`src/hw/bqe_pkg.sv`:
```
// Package with constants and carrier types for the bus queue event counter.
package bqe_pkg;
  localparam int          MASK_W          = 16;
  localparam int          CNT_W           = 40;
  localparam int          ENT_W           = 4;
  localparam logic [3:0]  ENT_CLIP        = 4'hF;
  localparam logic [2:0]  CFG_SEL_IOQ     = 3'h6;
  localparam logic [5:0]  ESEL_IOQ_ACT    = 6'h1A;
  localparam logic [6:0]  ESEL_BUS_DATA   = 7'h17;
  localparam logic [3:0]  MODEL_SPLIT     = 4'h2;
  localparam logic [4:0]  RTYPE_DEFAULT   = 5'h01;
  localparam int          RTYPE_LSB       = 0;
  localparam int          RTYPE_MSB       = 4;
  localparam int          RD_BIT          = 5;
  localparam int          WR_BIT          = 6;
  localparam int          MEM_LSB         = 7;
  localparam int          MEM_MSB         = 11;
  localparam int          OWN_BIT         = 13;
  localparam int          OTHER_BIT       = 14;
  localparam int          PF_BIT          = 15;
  localparam int          RDY_DRV_BIT     = 0;
  localparam int          RDY_OWN_BIT     = 1;
  localparam int          RDY_OTH_BIT     = 2;
  localparam int          BSY_DRV_BIT     = 3;
  localparam int          BSY_OWN_BIT     = 4;
  localparam int          BSY_OTH_BIT     = 5;

  // Software programmed event selection.
  typedef struct packed {
    logic [6:0]        event_sel;
    logic [MASK_W-1:0] event_mask;
    logic [2:0]        cfg_sel;
    logic              enable;
  } bqe_cfg_s;

  // Raw condition from one active queue entry source, per cycle.
  typedef struct packed {
    logic [4:0] req_type;
    logic       is_read;
    logic       is_write;
    logic [4:0] mem_type;
    logic       own_agent;
    logic       prefetch;
    logic       full_line;
  } bqe_entry_s;

  // Bus data strobes seen this cycle.
  typedef struct packed {
    logic rdy_drv;
    logic rdy_own;
    logic rdy_oth;
    logic bsy_drv;
    logic bsy_own;
    logic bsy_oth;
  } bqe_strobe_s;

  typedef enum logic [1:0] {
    MODE_OFF,
    MODE_IOQ,
    MODE_BUS
  } bqe_mode_e;

  typedef struct packed {
    logic [CNT_W-1:0] count;
    logic [ENT_W-1:0] added;
    logic             hit;
  } bqe_state_s;
endpackage

```
`src/hw/bqe_counter.sv`:
```
// Event qualification and counter for queue activity and bus data activity.
`timescale 1ns/1ps
module bqe_counter #(
  parameter int NUM_ENT = 16
) (
  // Clock and reset.
  input  wire logic                         CORE_CLK_IN,
  input  wire logic                         RST_B_IN,
  // Configuration.
  input  wire bqe_pkg::bqe_cfg_s            CFG_IN,
  input  wire logic [3:0]                   MODEL_IN,
  input  wire logic                         CLEAR_IN,
  // Raw conditions.
  input  wire logic [NUM_ENT-1:0]           ENT_VALID_IN,
  input  wire bqe_pkg::bqe_entry_s [NUM_ENT-1:0] ENT_IN,
  input  wire bqe_pkg::bqe_strobe_s         STROBE_IN,
  input  wire logic                         PRIV_USER_IN,
  // Status.
  output logic [bqe_pkg::CNT_W-1:0]         COUNT_OUT,
  output logic [bqe_pkg::ENT_W-1:0]         ADDED_OUT,
  output logic                              HIT_OUT
);
  bqe_pkg::bqe_state_s st_r;
  bqe_pkg::bqe_state_s st_nxt;
  bqe_pkg::bqe_mode_e  mode;
  logic [NUM_ENT-1:0]  ent_hit;
  logic [5:0]          qual_sum;
  logic                bus_hit;
  logic                priv_unused;

  // Privilege level is deliberately not a term of any qualification.
  assign priv_unused = PRIV_USER_IN;

  always_comb begin
    mode = bqe_pkg::MODE_OFF;
    if (CFG_IN.enable) begin
      if (CFG_IN.cfg_sel == bqe_pkg::CFG_SEL_IOQ &&
          CFG_IN.event_sel[5:0] == bqe_pkg::ESEL_IOQ_ACT) begin
        mode = bqe_pkg::MODE_IOQ;
      end else if (CFG_IN.event_sel == bqe_pkg::ESEL_BUS_DATA) begin
        mode = bqe_pkg::MODE_BUS;
      end
    end
  end

  // Each valid entry that passes the mask terms is one qualifying transaction, line or chunk alike.
  always_comb begin
    logic [bqe_pkg::MASK_W-1:0] m;
    logic rt, rw, mt, ag, pf, rwsel;
    m = CFG_IN.event_mask;
    rt = 1'b0;
    rw = 1'b0;
    mt = 1'b0;
    ag = 1'b0;
    pf = 1'b0;
    rwsel = 1'b0;
    ent_hit = '0;
    for (int i = 0; i < NUM_ENT; i++) begin
      rt = (m[bqe_pkg::RTYPE_MSB:bqe_pkg::RTYPE_LSB] == ENT_IN[i].req_type);
      rw = (m[bqe_pkg::RD_BIT] & ENT_IN[i].is_read) | (m[bqe_pkg::WR_BIT] & ENT_IN[i].is_write);
      rwsel = m[bqe_pkg::RD_BIT] | m[bqe_pkg::WR_BIT];
      mt = rwsel ? 1'b1 : |(m[bqe_pkg::MEM_MSB:bqe_pkg::MEM_LSB] & ENT_IN[i].mem_type);
      ag = (m[bqe_pkg::OWN_BIT] & ENT_IN[i].own_agent) | (m[bqe_pkg::OTHER_BIT] & ~ENT_IN[i].own_agent);
      pf = ~ENT_IN[i].prefetch | m[bqe_pkg::PF_BIT];
      if (MODEL_IN >= bqe_pkg::MODEL_SPLIT) begin
        ent_hit[i] = ENT_VALID_IN[i] & rt & rw & mt & ag & pf;
      end else begin
        ent_hit[i] = ENT_VALID_IN[i] & ag & pf & (rt | rw | (~rwsel & mt));
      end
    end
  end

  always_comb begin
    qual_sum = '0;
    for (int i = 0; i < NUM_ENT; i++) begin
      qual_sum = qual_sum + {5'h00, ent_hit[i]};
    end
  end

  assign bus_hit = |({STROBE_IN.bsy_oth, STROBE_IN.bsy_own, STROBE_IN.bsy_drv,
                      STROBE_IN.rdy_oth, STROBE_IN.rdy_own, STROBE_IN.rdy_drv} &
                     CFG_IN.event_mask[bqe_pkg::BSY_OTH_BIT:bqe_pkg::RDY_DRV_BIT]);

  always_comb begin
    st_nxt = st_r;
    st_nxt.added = '0;
    st_nxt.hit = 1'b0;
    case (mode)
      bqe_pkg::MODE_IOQ: begin
        st_nxt.added = (qual_sum > {2'h0, bqe_pkg::ENT_CLIP}) ? bqe_pkg::ENT_CLIP : qual_sum[3:0];
        st_nxt.hit = (qual_sum != '0);
      end
      bqe_pkg::MODE_BUS: begin
        st_nxt.added = {3'h0, bus_hit};
        st_nxt.hit = bus_hit;
      end
      default: begin
        st_nxt.added = '0;
      end
    endcase
    if (CLEAR_IN) begin
      st_nxt.count = '0;
    end else begin
      st_nxt.count = st_r.count + {{(bqe_pkg::CNT_W-bqe_pkg::ENT_W){1'b0}}, st_nxt.added};
    end
  end

  always_ff @(posedge CORE_CLK_IN or negedge RST_B_IN) begin
    if (!RST_B_IN) begin
      st_r <= '0;
    end else begin
      st_r <= st_nxt;
    end
  end

  assign COUNT_OUT = st_r.count;
  assign ADDED_OUT = st_r.added;
  assign HIT_OUT = st_r.hit;
endmodule

```
`config.mk`:
```
export PLATFORM = sky130hd
export DESIGN_NAME = bqe_counter
export DESIGN_NICKNAME = d
export VERILOG_FILES = /design/src/hw/bqe_pkg.sv /design/src/hw/bqe_counter.sv
export SDC_FILE = /design/constraint.sdc
export NUM_CORES = 1
export LEC_CHECK = 0
export ABC_AREA = 1
export BUFFER_PORTS_ARGS = -buffer_cell sky130_fd_sc_hd__clkbuf_2
export CAP_MARGIN = 20
export CORE_AREA = 10 10 130 132
export DETAILED_ROUTE_END_ITERATION = 10
export DIE_AREA = 0 0 140 142
export GPL_ROUTABILITY_DRIVEN = 0
export PLACE_DENSITY = 0.74
export SLEW_MARGIN = 20
export SYNTH_ARGS = -nofsm -noshare
export SYNTH_HDL_FRONTEND = slang
export SYNTH_SLANG_ARGS = --single-unit
```
`constraint.sdc`:
```
create_clock -name CORE_CLK_IN -period 3.1 [get_ports CORE_CLK_IN]
set_input_delay 0.31 -clock CORE_CLK_IN [delete_from_list [all_inputs] [get_ports CORE_CLK_IN]]
set_output_delay 0.31 -clock CORE_CLK_IN [all_outputs]
set_load 0.01 [all_outputs]
```
# Yosys cells after proc, flatten, opt, wreduce, memory -nomap -nowiden
# Cells that the tools add are included.
# totals
register_bits,45
in_bits,297
output_inout_bits,45
elab_cells,439
# classes
n_addsub,16
order_cmp,2
n_eq_ne,21
muxes,39
bitwise,339
n_reduce_logical,19
# ops
operator,n
1-bit bitwise AND,208
1-bit OR,81
5-bit bitwise AND,16
5-bit == test,16
5-bit OR reduction,16
6-bit by 1-bit adder with 6-bit output,10
40-bit by 4-bit adder with 40-bit output,1
40-bit two-way mux,1
1-bit inverter,33
1-bit two-way mux,32
4-bit case mux with 2 select lines,1
7-bit by 5-bit == test with 1-bit output (second input constant),1
5-bit by 1-bit adder with 6-bit output,1
6-bit bitwise AND,1
6-bit by 5-bit == test with 1-bit output (second input constant),1
6-bit by 4-bit greater-than comparator with 1-bit output (second input constant),1
2-bit two-way mux,3
6-bit nonzero test,1
6-bit OR reduction,1
4-bit by 1-bit adder with 5-bit output,1
3-bit by 1-bit adder with 4-bit output,1
4-bit by 2-bit >= comparator with 1-bit output (second input constant),1
4-bit two-way mux,1
2-bit by 1-bit adder with 3-bit output,1
other kinds (6),6

# Depth between registers and ports, before layout
# logic_depth
depth_word,27
ltp_mapped,34
ltp_nobuf,32

# Worst setup path before layout
# No wires, ideal clock.
# synth_path
kind,input port to flip-flop
from,input port CFG_IN[9] (netlist bit)
to,register st_r (netlist bit COUNT_OUT[26])
arrival_time_ns,5.454
required_time_ns,2.967
setup_slack_ns,-2.487
cell_stages,30
n_path_buf,2
cell_sequence,buf_2 nor2_2 buf_2 o21ai_0 nand2_1 nand2_1 a21oi_1 fa_1 fa_1 fa_1 fa_1 ha_1 inv_1 fa_1 nor2_1 o21ai_0 nand2_1 nand2_1 nand2_1 ha_1 inv_1 fa_1 inv_1 nand3_1 nand2_2 nand2_1 nor2_1 nand2_1 nand2_1 nor2_1
# synth_lines
item,line,text
from (decl),bqe_counter.sv:10,"input wire bqe_pkg::bqe_cfg_s CFG_IN,"
to (signal assigned),bqe_counter.sv:112,st_r <= st_nxt;
to (decl),bqe_counter.sv:23,bqe_pkg::bqe_state_s st_r;

==> results_dict.tcl <==
set metrics [dict create \
    layout_setup_ws_ns -2.310 \
    yosys.area.top_type "nand2_1" \
    final_common_cell "clkbuf_2" \
    io_buffers 322 \
    critPathKind "primary input to flip-flop" \
    synth-async-reset-ratio_pct 100.0 \
    drt-pass1-iter-count 5 \
    globalRouteTotalUtil_pct 25.49 \
    syn_nets 1233 \
    rsz0062_at_grt "true" \
    startpoint_type "primary input" \
    antenna_found_initial 4 \
    grt-ovfl-total 0 \
    path_max_fanout 6 \
    syn_area_per_cell_um2 6.174 \
    tightest_slew_ns 0.7716 \
    wire_per_inst_um 18.08 \
    cts_inserted_buffers 5 \
    clk_pin_slew_ns 0.07 \
    grt_max_degree 24 \
    fin_nets 1630 \
    via_per_inst 5.115 \
    drv_slew 0 \
    synthTopCellsByArea "nand2_1 (21%), dfrtp_1 (20%), nor2_1 (7.0%)" \
    grt_pass1_vias 7823 \
    seq_area_frac_synth_pct 19.91 \
    cts_tree "done" \
    min_path_type "primary input to async pin" \
    routed_wl_um 27120 \
    cp.arrival_ns 5.59 \
    die_w_um 140 \
    drc 0 \
    vias 7673 \
    fin_crit_sh_pct 174.5 \
    ir_worst_vdd_v 0.0001950 \
    status "finished with violations" \
    cts_buffer_depth 2 \
    synthCells 916 \
    synth_top_cell_area_share_pct 20.51 \
    power.density_mw_per_mm2 211.6 \
    row_count 44 \
    drv_cap 0 \
    insertion_delay_ns 0.29 \
    max-slew-margin-rel_pct 48.25 \
    p_total_w 0.001882 \
    core_area_mm2 0.01431 \
    fin_worst_skew_ns 0.004221 \
    synth-edff-count 0 \
    dp_hpwl_um 22580 \
    synth_area_mm2 0.005655 \
    cp.required_ns 3.28 \
    htreeDepth 2 \
    num_io_pins 342 \
    synth_flop_cell "dfrtp_1" \
    setup_viol_count_final 45 \
    area.growth.synth_to_final_pct 57.32 \
    grt_pass1_wl_um 40800 \
    start_util_pct 39.51 \
    final_cell_mix "clkbuf_2 (312), nand2_1 (289), nor2_1 (100), buf_4 (77), inv_1 (67)" \
    hold_violations 0 \
    hold_ws_ns 0.03394 \
    postRouteAntennaNets 0 \
    cts_root_buf "clkbuf_16" \
    ys_warn_count 0 \
    cp-end-kind "flip-flop" \
    die-area_mm2 0.01988 \
    cts_num_sinks 45 \
    ys_seq_elements 45 \
    die_h_um 142 \
    p_leak_nw 4.661 \
    violations "setup timing" \
    drive_gt1_share_pct 42.69 \
    synth_cell_types 42 \
    drt_iter0_markers 510 \
    fmax_mhz 184.8 \
    finalCriticalPeriod_ns 5.410 \
]
-- where the power goes --
group	total [W]	internal [W]	switching, W
Sequential	0.000587	0.000587	0.0000000945
Combinational	0.000654	0.000336	0.000318
Clock	0.000641	0.000403	0.000238
-- synthesized netlist by cell type, types with 2 or more instances --
master,n
nor2_4,5
nand2_1,309
or2_0,3
buf_2,19
nand3_1,51
nand2_2,10
o2111ai_1,2
or2_2,11
nand3b_1,2
o21ai_0,32
nand4_1,21
a22o_1,16
xnor2_1,33
a21oi_1,47
xor2_1,41
buf_4,3
nor2_1,106
clkbuf_2,4
nor3_1,5
o21a_1,3
clkbuf_1,7
fa_1,11
inv_1,82
ha_1,9
o21ai_1,6
nor2_2,5
dfrtp_1,45
o211ai_1,14
-- final timing paths --
kind | end | slack (ns) | depth (start not counted) | start
min in group CORE_CLK_IN | HIT_OUT$_DFF_PN0_ | 0.32 | 3 | CFG_IN[0]
hold / removal | ADDED_OUT[3]$_DFF_PN0_ | 0.03 | 1 | RST_B_IN
setup / recovery | COUNT_OUT[30]$_DFF_PN0_ | -2.31 | 28 | CFG_IN[7]
setup reg to reg | COUNT_OUT[30]$_DFF_PN0_ | 1.23 | 9 | COUNT_OUT[0]$_DFF_PN0_
max in group asynchronous | COUNT_OUT[10]$_DFF_PN0_ | 2.29 | 2 | RST_B_IN
hold reg to reg | COUNT_OUT[12]$_DFF_PN0_ | 0.58 | 1 | COUNT_OUT[12]$_DFF_PN0_
-- metrics by stage --
step	instances	setup TNS, ns	setup WS (ns)	utilization (%)	cell area [um2]
global route	1500	-102.17	-2.557	62.16	8897
floorplan	916	-83.63	-2.146	-	5893
detailed placement	1450	-107.54	-2.703	55.35	7923
finish	1500	-92.75	-2.310	62.16	8897
CTS	1489	-88.21	-2.218	60.48	8657
global placement	1450	-102.43	-2.531	55.35	7923
-- registers in the layout (all words and copies together), names as in the netlist --
name and count:
HIT_OUT 1, COUNT_OUT 40, ADDED_OUT 4
-- critical path: stages --
cell and delay [ns]:
clkbuf_16 0.13, or2_2 0.29, a21oi_2 0.11, nand4_1 0.11, nand2_1 0.09, nand3_2 0.07, fa_1 0.56, inv_1 0.06
fa_1 0.46, fa_1 0.51, fa_1 0.50, ha_2 0.18, inv_2 0.04, fa_2 0.36, nor2_2 0.11, o21ai_2 0.07
nand2_1 0.09, nand2_1 0.08, nand2_2 0.13, ha_4 0.14, inv_2 0.04, fa_2 0.37, inv_2 0.10, nand3_2 0.10
nand2_4 0.11, nand3b_1 0.18, nor3_2 0.23, nor2_1 0.07
-- cell families after synthesis --
group                    count (synthesis)  synth area share (%)
AO/OA/AOI/OAI                          126                 13.63
flip-flops                              45                 19.91
buffers and inverters                  118                 8.717
adder cells (fa/ha/maj)                 20                 5.885
AND/OR/NAND/NOR                        533                 40.40
XOR/XNOR                                74                 11.46
-- per-layer routing --
layer / share of wire, % / GRT usage (%)
met1: 35 / 26.40
met4: 3.2 / 9.728
met5: 0.085 / 0
met3: 7.7 / 6.108
met2: 54 / 48.43
-- layout make-up --
| type | instances | area, um2 |
|---|---|---|
| Fill cell | 1309 | 5416 |
| Multi-Input combinational cell | 754 | 4481 |
| Timing Repair Buffer | 423 | 2550 |
| Sequential cell | 45 | 1126 |
| Inverter | 84 | 329.1 |
| Tap cell | 184 | 230.2 |
| Clock buffer | 6 | 138.9 |
| Clock inverter | 2 | 37.54 |
| Antenna cell | 2 | 5.005 |
-- repair_timing --
item                                    CTS  global route
hold buffers                              0             0
resized for setup                        87            56
pin swaps                                34            42
setup buffers                            39            17
endpoints found under the hold margin     0             0
endpoints found under the setup margin   45            45
cloned                                    2             0
Power figures use the tool's default switching activity.
